===== src/dmahs_regs.svh =====
/*
  Constants for the DMA channel handshake block: channel count, pin polarity,
  transfer phase timing and reset values.
  Assumes inclusion by bare name from the package and the modules.
*/
`ifndef DMAHS_REGS_SVH
`define DMAHS_REGS_SVH

`define DMAHS_NCH 4
`define DMAHS_CLK_MHZ 10
`define DMAHS_ACCESS_NS 100
`define DMAHS_ACCESS_CYC ((`DMAHS_ACCESS_NS * `DMAHS_CLK_MHZ + 999) / 1000)
`define DMAHS_CNT_W 16
`define DMAHS_ACK_IDLE 4'hf
`define DMAHS_PIN_OE_OFF 4'hf
`define DMAHS_PIN_IDLE 4'hf
`define DMAHS_REQ_SETTLE 2'h2
`define DMAHS_PRIO_FIXED 1'h0
`define DMAHS_PRIO_ROTATE 1'h1
`define DMAHS_PIN_AS_INPUT 1'h0
`define DMAHS_PIN_AS_OUTPUT 1'h1

`endif


===== src/dmahs_pkg.sv =====
/*
  Types of the DMA channel handshake block.
  Assumes dmahs_regs.svh is in the include path.
*/
`include "dmahs_regs.svh"

package dmahs_pkg;

  typedef enum logic [3:0] {
    DMAHS_IDLE = 4'h1,
    DMAHS_REQ_ACC = 4'h2,
    DMAHS_MEM_ACC = 4'h4,
    DMAHS_DONE = 4'h8
  } dmahs_state_t;

  // Per-channel programming from the channel setup logic
  typedef struct packed {
    logic pin_is_output;
    logic src_dst_chain;
    logic [`DMAHS_CNT_W-1:0] byte_count;
    logic [1:0] accesses_per_req;
    logic req_first;
  } dmahs_chan_cfg_t;

  // Status of the channel in service
  typedef struct packed {
    logic busy;
    logic [1:0] chan;
    logic [`DMAHS_CNT_W-1:0] remaining;
  } dmahs_status_t;

endpackage


===== src/dmahs_sync.sv =====
/*
  Two-flop synchroniser for a vector of asynchronous inputs.
  Assumes the inputs are levels held for at least two clock periods.
*/
`timescale 1ns/100ps

module dmahs_sync
  import dmahs_pkg::*;
#(
  parameter int W = 4
)
(
  input wire logic i_clk, // Clock
  input wire logic i_nrst, // Synchronous reset, active low
  input wire logic [W-1:0] i_async, // Raw asynchronous input
  input wire logic [W-1:0] i_idle, // Level to take in reset
  output logic [W-1:0] o_sync // Synchronised level
);

  logic [W-1:0] meta_q;

  always_ff @(posedge i_clk)
  begin
    if (!i_nrst)
    begin
      meta_q <= i_idle;
      o_sync <= i_idle;
    end
    else
    begin
      meta_q <= i_async;
      o_sync <= meta_q;
    end
  end

endmodule


===== src/dmahs_arb.sv =====
/*
  Priority arbiter for the four channel requests: fixed (channel 0 highest)
  or rotating (last served drops to lowest).
  Assumes requests are synchronous and one grant is taken per cycle.
*/
`timescale 1ns/100ps
`include "dmahs_regs.svh"

module dmahs_arb
  import dmahs_pkg::*;
(
  input wire logic i_clk, // Clock
  input wire logic i_nrst, // Synchronous reset, active low
  input wire logic i_mode, // Priority mode select
  input wire logic [3:0] i_req, // Pending requests, active high
  input wire logic i_take, // Grant accepted this cycle
  output logic o_valid, // A request is pending
  output logic [1:0] o_chan // Winning channel
);

  logic [1:0] last_q;
  logic [1:0] start;

  function automatic logic [1:0] pick(input logic [3:0] req, input logic [1:0] first);
    logic [1:0] c;
    logic [1:0] r;
    r = first;
    for (int i = 3; i >= 0; i--)
    begin
      c = 2'(first + 2'(i));
      if (req[c])
        r = c;
    end
    return r;
  endfunction

  always_comb
  begin
    start = (i_mode == `DMAHS_PRIO_ROTATE) ? 2'(last_q + 2'h1) : 2'h0;
    o_valid = |i_req;
    o_chan = pick(i_req, start);
  end

  always_ff @(posedge i_clk)
  begin
    if (!i_nrst)
      last_q <= 2'h3;
    else if (i_take)
      last_q <= o_chan;
  end

endmodule


===== src/dmahs_top.sv =====
/*
  DMA channel handshake: four request inputs, four acknowledge outputs and four
  shared end-of-process / count-done pins, with a programmable priority scheme.
  Assumes the transfer engine moves the data and the pins are active low.
  Assumes the channel setup logic holds i_cfg steady while a channel runs.
*/
//
// Function
// Each request line asks for a transfer on its own channel only.
// Among simultaneous requests the highest-priority channel is served first.
// Arbitration follows the software-selected priority scheme.
// Each acknowledge line marks a transfer running on its channel.
// Acknowledge is asserted only during the access to the requesting device.
// Each end/count pin is set on its own as input or output, never both.
// An asserted end input terminates the matching channel's transfer.
// With source and destination chaining, end input ends only this buffer.
// End inputs are synchronised before use.
// Configured as output, the pin shows count reached zero and buffer done.
// Count-done output has exactly the acknowledge line's timing.
// Count-done stays asserted across all accesses of the last request.
// A requester holds its line until acknowledged and drops it when done.
`timescale 1ns/100ps
`include "dmahs_regs.svh"

module dmahs_top
  import dmahs_pkg::*;
(
  input wire logic i_clk, // Clock, 10 MHz
  input wire logic i_nrst, // Synchronous reset, active low
  input wire logic [3:0] i_channel_transfer_request_n, // Requests, active low
  output logic [3:0] o_channel_transfer_ack_n, // Acknowledges, active low
  input wire logic [3:0] i_channel_end_or_count_pin, // Pin level in
  output logic [3:0] o_channel_end_or_count_pin, // Pin level out
  output logic [3:0] o_channel_end_or_count_pin_oe_n, // Pin drive, low drives
  input wire logic i_prio_mode, // Priority scheme select
  input wire dmahs_chan_cfg_t [3:0] i_cfg, // Per-channel programming
  input wire logic [3:0] i_chan_enable, // Channel enables
  output logic [3:0] o_buffer_done, // Buffer finished, pulse
  output logic [3:0] o_chan_terminated, // Channel ended by input, pulse
  output dmahs_status_t o_status // Status of the channel in service
);

  logic [3:0] req_sync;
  logic [3:0] end_sync;
  logic [3:0] end_input;
  logic [3:0] req_act;
  logic arb_valid;
  logic [1:0] arb_chan;
  logic take;
  logic buf_last;
  logic end_hit;
  logic [1:0] ack_chan;
  logic ack_last;
  logic [3:0] pin_out_en;

  dmahs_state_t state_q;
  dmahs_state_t state_d;
  logic [1:0] chan_q;
  logic [1:0] acc_q;
  logic [`DMAHS_CNT_W-1:0] cnt_q [4];
  logic [3:0] loaded_q;
  logic last_req_q;
  logic end_q;
  logic [1:0] settle_q;

  // Requests cross into the clock domain like any other pin
  dmahs_sync #(.W(4)) u_req_sync
  (
    .i_clk(i_clk),
    .i_nrst(i_nrst),
    .i_async(i_channel_transfer_request_n),
    .i_idle(`DMAHS_PIN_IDLE),
    .o_sync(req_sync)
  );

  dmahs_sync #(.W(4)) u_end_sync
  (
    .i_clk(i_clk),
    .i_nrst(i_nrst),
    .i_async(i_channel_end_or_count_pin),
    .i_idle(`DMAHS_PIN_IDLE),
    .o_sync(end_sync)
  );

  function automatic logic [3:0] onehot(input logic [1:0] c);
    return 4'(4'h1 << c);
  endfunction

  // Last request of a buffer: a fresh buffer of one, or a running count at one
  function automatic logic last_of(input logic loaded, input logic [`DMAHS_CNT_W-1:0] cnt,
    input logic [`DMAHS_CNT_W-1:0] fresh);
    return loaded ? (cnt == `DMAHS_CNT_W'(1)) : (fresh == `DMAHS_CNT_W'(1));
  endfunction

  // Requests and end inputs as seen after the synchronisers
  always_comb
  begin
    for (int i = 0; i < 4; i++)
      end_input[i] = !end_sync[i] && (i_cfg[i].pin_is_output == `DMAHS_PIN_AS_INPUT);
    req_act = ~req_sync & i_chan_enable;
    take = (state_q == DMAHS_IDLE) && arb_valid && (settle_q == 2'h0);
    end_hit = end_input[chan_q] && (state_q != DMAHS_IDLE);
    buf_last = (cnt_q[chan_q] == `DMAHS_CNT_W'(1));
  end

  // Channel and last-transfer flag of the requester access about to start
  always_comb
  begin
    ack_chan = take ? arb_chan : chan_q;
    ack_last = take ? last_of(loaded_q[arb_chan], cnt_q[arb_chan], i_cfg[arb_chan].byte_count)
      : last_req_q;
    for (int i = 0; i < 4; i++)
      pin_out_en[i] = (i_cfg[i].pin_is_output == `DMAHS_PIN_AS_OUTPUT);
  end

  // Arbiter sees only enabled requests and has a grant taken only when idle
  dmahs_arb u_arb
  (
    .i_clk(i_clk),
    .i_nrst(i_nrst),
    .i_mode(i_prio_mode),
    .i_req(req_act),
    .i_take(take),
    .o_valid(arb_valid),
    .o_chan(arb_chan)
  );

  // One request: access to requester and access to memory, order per config
  always_comb
  begin
    state_d = state_q;
    case (state_q)
      DMAHS_IDLE:
        if (take)
          state_d = i_cfg[arb_chan].req_first ? DMAHS_REQ_ACC : DMAHS_MEM_ACC;
      DMAHS_REQ_ACC:
        if (acc_q == 2'h0)
          state_d = i_cfg[chan_q].req_first ? DMAHS_MEM_ACC : DMAHS_DONE;
      DMAHS_MEM_ACC:
        state_d = i_cfg[chan_q].req_first ? DMAHS_DONE : DMAHS_REQ_ACC;
      DMAHS_DONE:
        state_d = DMAHS_IDLE;
      default:
        state_d = DMAHS_IDLE;
    endcase
  end

  always_ff @(posedge i_clk)
  begin
    if (!i_nrst)
      state_q <= DMAHS_IDLE;
    else
      state_q <= state_d;
  end

  always_ff @(posedge i_clk)
  begin
    if (!i_nrst)
      chan_q <= 2'h0;
    else if (take)
      chan_q <= arb_chan;
  end

  // No new grant until the served requester's release has crossed the synchroniser
  always_ff @(posedge i_clk)
  begin
    if (!i_nrst)
      settle_q <= 2'h0;
    else if (state_q == DMAHS_REQ_ACC)
      settle_q <= `DMAHS_REQ_SETTLE;
    else if (settle_q != 2'h0)
      settle_q <= 2'(settle_q - 2'h1);
  end

  // Access counter for a request split into several bus accesses
  always_ff @(posedge i_clk)
  begin
    if (!i_nrst)
      acc_q <= 2'h0;
    else if (take)
      acc_q <= i_cfg[arb_chan].accesses_per_req;
    else if (state_q == DMAHS_REQ_ACC && acc_q != 2'h0)
      acc_q <= 2'(acc_q - 2'h1);
  end

  // End input latched for the request in flight
  always_ff @(posedge i_clk)
  begin
    if (!i_nrst)
      end_q <= 1'h0;
    else if (take)
      end_q <= 1'h0;
    else if (end_hit)
      end_q <= 1'h1;
  end

  // Last-request flag kept for the requester accesses that follow the grant cycle, whichever access opens the request
  always_ff @(posedge i_clk)
  begin
    if (!i_nrst)
      last_req_q <= 1'h0;
    else if (take)
      last_req_q <= ack_last;
  end

  // Byte counts per channel, reloaded when the next buffer starts
  always_ff @(posedge i_clk)
  begin
    if (!i_nrst)
    begin
      for (int i = 0; i < 4; i++)
        cnt_q[i] <= '0;
      loaded_q <= 4'h0;
    end
    else
    begin
      if (take && !loaded_q[arb_chan])
      begin
        cnt_q[arb_chan] <= i_cfg[arb_chan].byte_count;
        loaded_q[arb_chan] <= 1'h1;
      end
      if (state_q == DMAHS_DONE)
      begin
        if (buf_last || end_q)
        begin
          cnt_q[chan_q] <= '0;
          loaded_q[chan_q] <= 1'h0;
        end
        else
          cnt_q[chan_q] <= `DMAHS_CNT_W'(cnt_q[chan_q] - `DMAHS_CNT_W'(1));
      end
    end
  end

  // Acknowledge marks the whole requester access phase
  always_ff @(posedge i_clk)
  begin
    if (!i_nrst)
      o_channel_transfer_ack_n <= `DMAHS_ACK_IDLE;
    else if (state_d == DMAHS_REQ_ACC)
      o_channel_transfer_ack_n <= ~onehot(ack_chan);
    else
      o_channel_transfer_ack_n <= `DMAHS_ACK_IDLE;
  end

  // Count-done copies the acknowledge during the last request, output pins only
  always_ff @(posedge i_clk)
  begin
    if (!i_nrst)
      o_channel_end_or_count_pin <= `DMAHS_PIN_IDLE;
    else if (state_d == DMAHS_REQ_ACC && ack_last)
      o_channel_end_or_count_pin <= ~(onehot(ack_chan) & pin_out_en);
    else
      o_channel_end_or_count_pin <= `DMAHS_PIN_IDLE;
  end

  // Each pin is driven only while its channel has it set as an output
  always_ff @(posedge i_clk)
  begin
    if (!i_nrst)
      o_channel_end_or_count_pin_oe_n <= `DMAHS_PIN_OE_OFF;
    else
      o_channel_end_or_count_pin_oe_n <= ~pin_out_en;
  end

  // Buffer end pulse, by count or by end input
  always_ff @(posedge i_clk)
  begin
    if (!i_nrst)
      o_buffer_done <= 4'h0;
    else if (state_q == DMAHS_DONE && (buf_last || end_q))
      o_buffer_done <= onehot(chan_q);
    else
      o_buffer_done <= 4'h0;
  end

  // Termination pulse; a chained channel goes on with its next buffer instead
  always_ff @(posedge i_clk)
  begin
    if (!i_nrst)
      o_chan_terminated <= 4'h0;
    else if (state_q == DMAHS_DONE && end_q && !i_cfg[chan_q].src_dst_chain)
      o_chan_terminated <= onehot(chan_q);
    else
      o_chan_terminated <= 4'h0;
  end

  // Status of the channel in service
  always_ff @(posedge i_clk)
  begin
    if (!i_nrst)
      o_status <= '0;
    else
    begin
      o_status.busy <= (state_d != DMAHS_IDLE);
      o_status.chan <= chan_q;
      o_status.remaining <= cnt_q[chan_q];
    end
  end

endmodule


===== config.mk =====
export PLATFORM = sky130hd
export DESIGN_NAME = dmahs_top
export DESIGN_NICKNAME = d
export VERILOG_FILES = /design/src/dmahs_pkg.sv /design/src/dmahs_sync.sv /design/src/dmahs_arb.sv /design/src/dmahs_top.sv
export VERILOG_INCLUDE_DIRS = /design/src
export SDC_FILE = /design/constraint.sdc
export NUM_CORES = 1
export LEC_CHECK = 0
export BUFFER_PORTS_ARGS = -buffer_cell sky130_fd_sc_hd__buf_2
export CAP_MARGIN = 5
export CORE_MARGIN = 10
export CORE_UTILIZATION = 57
export CTS_BUF_LIST = sky130_fd_sc_hd__clkbuf_4
export DETAILED_ROUTE_END_ITERATION = 12
export GPL_ROUTABILITY_DRIVEN = 0
export GPL_TIMING_DRIVEN = 0
export PLACE_DENSITY = 0.84
export SLEW_MARGIN = 10
export SYNTH_ARGS = -nofsm -noshare
export SYNTH_HDL_FRONTEND = slang
export SYNTH_HIERARCHICAL = 1
export SYNTH_SLANG_ARGS = --single-unit

===== constraint.sdc =====
create_clock -name i_clk -period 5.55 [get_ports i_clk]
set_input_delay 0.2775 -clock i_clk [delete_from_list [all_inputs] [get_ports i_clk]]
set_output_delay 0.2775 -clock i_clk [all_outputs]
set_load 0.03 [all_outputs]

Yosys cells after proc, flatten, opt, wreduce, memory -nomap -nowiden
Memory sizes are Yosys's and may differ from the RTL's. A register that Yosys moved wholly into a read port is not among the register bits.
Index checks and enable logic that the tools add are counted.
{ "totals": {"memories": 1, "out_inout_bits": 39, "wordCells": 163, "reg_bits": 73, "ramBits": 64} }
{ "classes": {"reduce_logical": 37, "shifts": 2, "muxes": 62, "eq_ne": 10, "n_addsub": 7, "bitwise": 15, "order_cmp": 8} }
{ "memory_table": {"columns": ["name", "words", "width", "read_ports", "rd_clocked_by_memory_dff", "write_ports", "line_no", "source"], "rows": [
  ["cnt_q", 4, 16, 2, 1, 4, "dmahs_top.sv:60", "logic [`DMAHS_CNT_W-1:0] cnt_q [4];"]
]} }
{ "ops": {"columns": ["cell", "n"], "rows": [
  ["21-bit binary-select mux with 2-bit select", 2],
  ["16-bit by 1-bit == test with 1-bit output (second input constant)", 3],
  ["16-bit 2-to-1 mux", 3],
  ["4-bit 2-to-1 mux", 8],
  ["16-bit OR reduction", 2],
  ["2-bit 2-to-1 mux", 13],
  ["1-bit 2-to-1 mux", 24],
  ["20-bit 2-to-1 mux", 1],
  ["4-bit NOT", 5],
  ["19-bit 2-to-1 mux", 1],
  ["2-bit by 3-bit < comparator with 1-bit output (second input constant)", 6],
  ["16-bit by 1-bit subtractor with 16-bit output (second input constant)", 1],
  ["1-bit logical AND", 15],
  ["4-bit bitwise AND", 3],
  ["1-bit binary-select mux with 2-bit select", 6],
  ["4-bit case mux with 3 select lines", 1],
  ["4-bit by 2-bit == test with 1-bit output (second input constant)", 2],
  ["4-bit by 1-bit != test with 1-bit output (second input constant)", 2],
  ["2-bit AND reduction", 4],
  ["2-bit nonzero test", 4],
  ["1-bit by 2-bit << shifter with 4-bit output (first input constant)", 2],
  ["1-bit zero test", 6],
  ["1-bit NOT", 5],
  ["2-bit by 1-bit adder with 2-bit output (second input constant)", 2],
  ["14 further kinds", 20]
]} }

Longest topological paths before layout
{ "depth": {"ltp_word": 19, "ltp_mapped": 16} }

Modules after synthesis
The synthesis kept the hierarchy.
{ "by_module_without_submodules": {"columns": ["mod", "area_each_um2", "seq_area_each_um2", "cells_per_inst", "instances"], "rows": [
  ["dmahs_top", 5896.9, 3022.9, 493, 1],
  ["dmahs_sync", 291.5, 160.2, 17, 2],
  ["dmahs_arb", 364.1, 40.0, 44, 1]
]} }

Least setup slack after synthesis
OpenSTA, ideal clock, no wires.
{ "synth_timing": {"kind": "register to register", "startpoint": "reg u_arb.last_q[0]", "endpoint": "mem cnt_q[1][0] in the netlist's numbering (enable)", "path_slack_ns": 1.459, "period_less_slack_ns": 4.091, "arrival_ns": 3.720, "required_time_ns": 5.178, "path_buffers": 5, "path_stages_with_launch": 17, "path_cell_list": "dfxtp_1 buf_6 nand2b_4 buf_6 mux2i_4 mux2i_1 o31ai_2 xnor2_1 buf_2 mux4_2 nor3_1 nand3_1 o22ai_1 nand2b_1 clkbuf_1 clkbuf_1 nand2_1"} }
{ "synth_lines": {"columns": ["item", "line_no", "source"], "rows": [
  ["start: declaration", "dmahs_arb.sv:21", "logic [1:0] last_q;"],
  ["start signal: assignment", "dmahs_arb.sv:49", "last_q <= o_chan;"],
  ["end: declaration", "dmahs_top.sv:60", null]
]} }

==> impl_metrics.py <==
metrics = {
    "status": {
        "outcome": "complete, no violations",
    },
    "drt": {
        "drt_first_iter_violations": 668,
        "finalWirelength_mm": 20.80,
        "drcViolationCount": 0,
        "avgViaCountPerCell": 6.291,
        "postRouteAntennaNets": 0,
        "dr_wl_met3_mm": 2.740,
        "avgRoutedWirePerCell_um": 22.66,
        "routed.top_layer": "met4",
        "met2_length_mm": 10.02,
        "m1WireLength_mm": 7.268,
        "dr_total_vias": 5775,
        "drt-pass1-iter-count": 6,
    },
    "timing": {
        "finalSetupTns_ns": 0,
        "setup_viol": 0,
        "relSlewSlack": 0.2937,
        "final_hold_viol_count": 0,
        "max_freq_mhz": 190.8,
        "post-route-period-util": 0.9444,
        "slew_viol_final": 0,
        "tightest_slew_ns": 1.045,
        "clock_skew_ns": 0.02034,
        "min_period_ns": 5.241,
        "rsz0062_at_grt": "false",
    },
    "synth": {
        "synth_cell_type_count": 73,
        "syn_area_sq_mm": 0.006844,
        "ys_async_sr_fraction": 0,
        "syn_area_per_cell_sq_um": 11.99,
        "ys_ff_latch": 137,
        "synth-edff-count": 64,
        "syn_inst": 571,
        "ys_seq_area_frac": 0.4943,
        "ys_warn_count": 6,
        "synth-main-ff-cell": "dfxtp_1",
    },
    "placement": {
        "numPortBuffers": 137,
        "hpwl_mm": 15.55,
        "dpl_cell_area_sq_mm": 0.007782,
    },
    "finish": {
        "layout.nets": 861,
        "drive_gt1_frac": 0.3433,
        "reg_top3": "cnt_q (64), o_status (19)",
        "largest_register_ffs": 64,
        "top_register": "cnt_q",
        "multi_input_area_sq_mm": 0.003239,
        "design_area_sq_mm": 0.008258,
        "fillers": 774,
        "area_growth_pct": 20.66,
        "regArea_sq_mm": 0.003383,
    },
    "setup_path": {
        "crit_end": "cnt_q[1][6]$_SDFFCE_PN0P_",
        "reg2reg_depth": 16,
        "arrival_ns": 5.44,
        "worstPathRequired_ns": 5.75,
        "path_class": "reg -> reg",
        "reg2reg_to": "cnt_q[1][6]$_SDFFCE_PN0P_",
        "worstSetupEndpointType": "flip-flop",
        "critPathLaunch": "u_arb/last_q[0]$_SDFFE_PN1P_",
        "rrSetupSlack_ns": 0.31,
        "cp_max_fo": 16,
        "critPathLaunchType": "flip-flop",
        "rr_startpoint": "u_arb/last_q[0]$_SDFFE_PN1P_",
    },
    "clock_network": {
        "root_buffer": "clkbuf_4",
        "cts_tree": "built",
        "clk_latency_ns": 0.57,
        "path_clk_slew_ns": 0.13,
        "cts_buffers": 17,
        "htree_levels": 4,
        "cts_sinks": 137,
        "cts_max_path_buffers": 2,
        "cts_setup_buffers": 0,
    },
    "grt": {
        "grt_pass1_vias": 6125,
        "grt_max_degree": 17,
        "antenna_found_initial": 1,
        "grt_pass1_wl_mm": 32.06,
        "gr-usage-all-layers": 0.2476,
        "grt_overflow": 0,
    },
    "pwr": {
        "pwr_density_cell_mw_per_mm2": 479.5,
        "netSwitchingFraction": 0.4044,
        "leakage_uw": 0.003368,
        "seqPwrFrac": 0.359,
        "p_int_uw": 2359,
        "p_switching_uw": 1601,
        "clockPowerShare": 0.179,
        "ir_drop_uv": 211.9,
        "comb_power_share": 0.462,
    },
    "job": {
        "max_cap_violations": 0,
    },
    "floorplanning": {
        "dieArea_sq_mm": 0.01679,
        "core_sq_mm": 0.01156,
        "dieWidth_um": 129.6,
        "rows": 39,
        "start_util": 0.5918,
        "num_io_pins": 138,
        "die_h_um": 129.6,
    },
    "hold_path": {
        "hold_path_class": "in -> reg",
    },
}
## area by class of cell
| cell class | instances | share of cell area |
|---|---|---|
| clock inverter | 14 | 0.02061 |
| sequential | 137 | 0.4097 |
| multi-input combinational | 390 | 0.3923 |
| antenna | 3 | 0.0009091 |
| buffer | 32 | 0.02197 |
| inverter | 27 | 0.01227 |
| tap | 143 | 0.02167 |
| clock buffer | 18 | 0.01636 |
| timing repair buffer | 154 | 0.1042 |
## power groups by stage
stage	Combinational, uW	Sequential, uW	Clock (uW)
floorplan	1220	1460	0
finish	1830	1420	708
detailed placement	1760	1440	0
global placement	1700	1420	0
global route	1940	1430	752
CTS	1790	1410	702
## synthesized netlist by cell type (3+ instances only)
cell	instances	area [sq um]
nor2_1	59	221.5
a2bb2oi_1	4	35.03
nand2_1	38	142.6
a21oi_1	9	45.04
xor2_1	8	70.07
buf_6	7	78.83
inv_1	27	101.4
nor3b_1	5	37.54
nand3_1	11	55.05
nor4b_1	10	87.58
nor3_1	11	55.05
nand3b_1	4	30.03
mux2_4	16	240.2
o21ai_0	12	60.06
ha_1	3	37.54
xnor2_1	9	78.83
dfxtp_1	73	1461
and2_1	24	150.1
clkbuf_1	14	52.55
a2bb2oi_2	9	135.1
nand4_1	10	62.56
nor4_2	3	37.54
nor2b_1	15	93.84
nor4_1	15	93.84
a31oi_1	3	18.77
mux4_1	3	78.83
or2_2	3	18.77
edfxtp_1	64	1922
buf_2	7	35.03
buf_1	4	15.01
nand2b_1	7	43.79
mux4_2	34	765.7
## repair_timing
action | in CTS | in global routing
setup endpoints to repair | 0 | 13
hold buffers | 16 | 0
gates resized for setup | 0 | 1
endpoints found under the hold margin | 20 | 0
## critical path: stages (launching register included)
cell and delay [ns]:
dfxtp_1 0.35, buf_6 0.14, nand2b_4 0.13, buf_6 0.13
mux2i_4 0.24, mux2i_1 0.16, o31ai_2 0.34, xnor2_1 0.15
buf_2 0.34, mux4_2 0.61, nor3_1 0.30, nand3_1 0.16
o22ai_1 0.36, nand2b_1 0.13, clkbuf_1 0.28, clkbuf_1 0.36
nand2_1 0.68
## logic make-up after synthesis
logic type / synth area share
and+or+nand+nor: 0.1898
DFF: 0.4943
AOI/OAI and AO/OA: 0.08044
buffers and inverters: 0.04132
muxes: 0.1664
xor gates and xnor gates: 0.02176
adders and majority gates: 0.005485
other: 0.0005479
## worst min path at each step
stage | startpoint | to | slack (ns) | depth (start not counted)
floorplan | i_cfg[20] | o_channel_end_or_count_pin_oe_n[0]$_SDFF_PN1_ | 0.34 | 1
global placement | settle_q[0]$_SDFFE_PP0P_ | settle_q[0]$_SDFFE_PP0P_ | 0.42 | 1
detailed placement | settle_q[0]$_SDFFE_PP0P_ | settle_q[0]$_SDFFE_PP0P_ | 0.44 | 1
CTS | i_nrst | u_arb/last_q[1]$_SDFFE_PN1P_ | 0.07 | 3
global route | i_nrst | u_arb/last_q[1]$_SDFFE_PN1P_ | 0.11 | 3
finish | i_nrst | u_arb/last_q[1]$_SDFFE_PN1P_ | 0.1 | 3
## per-stage QoR
step                utilization  power, uW  cells  worst slack, ns  hold slack [ns]
floorplan                     -       2682    586            1.459           0.3394
detailed placement       0.6729       3199    867           0.4150           0.4386
CTS                      0.7132       3900    915           0.3935          0.06987
global route             0.7138       4120    917         0.004827           0.1129
global placement         0.6714       3122    866           0.6558           0.4237
finish                   0.7141       3960    918           0.3086          0.09943
## layer usage
| layer | up-vias | track usage |
|---|---|---|
| li1 | 2493 | - |
| met1 | 2723 | 0.2869 |
| met2 | 478 | 0.4001 |
| met3 | 81 | 0.09339 |
| met4 | 0 | 0.1164 |
| met5 | - | 0 |
## cells in the final DEF (no fill, tap or decap), types with 5 or more instances in the layout
cell,n
buf_2,144
conb_1,16
clkbuf_1,14
nand2_1,37
mux2_4,16
o21ai_0,12
dfxtp_1,73
nand2b_1,7
clkbuf_4,18
dlygate4sd3_1,16
nor3b_1,5
buf_6,7
nor4b_1,10
xnor2_1,9
mux4_2,34
nor4_1,15
nand4_1,10
edfxtp_1,64
a21oi_1,9
clkinv_4,5
xor2_1,8
nor2_1,58
and2_1,24
nor3_1,11
nand3_1,11
a2bb2oi_2,9
inv_1,27
nor2b_1,15
Power figures use the tool's default switching activity.
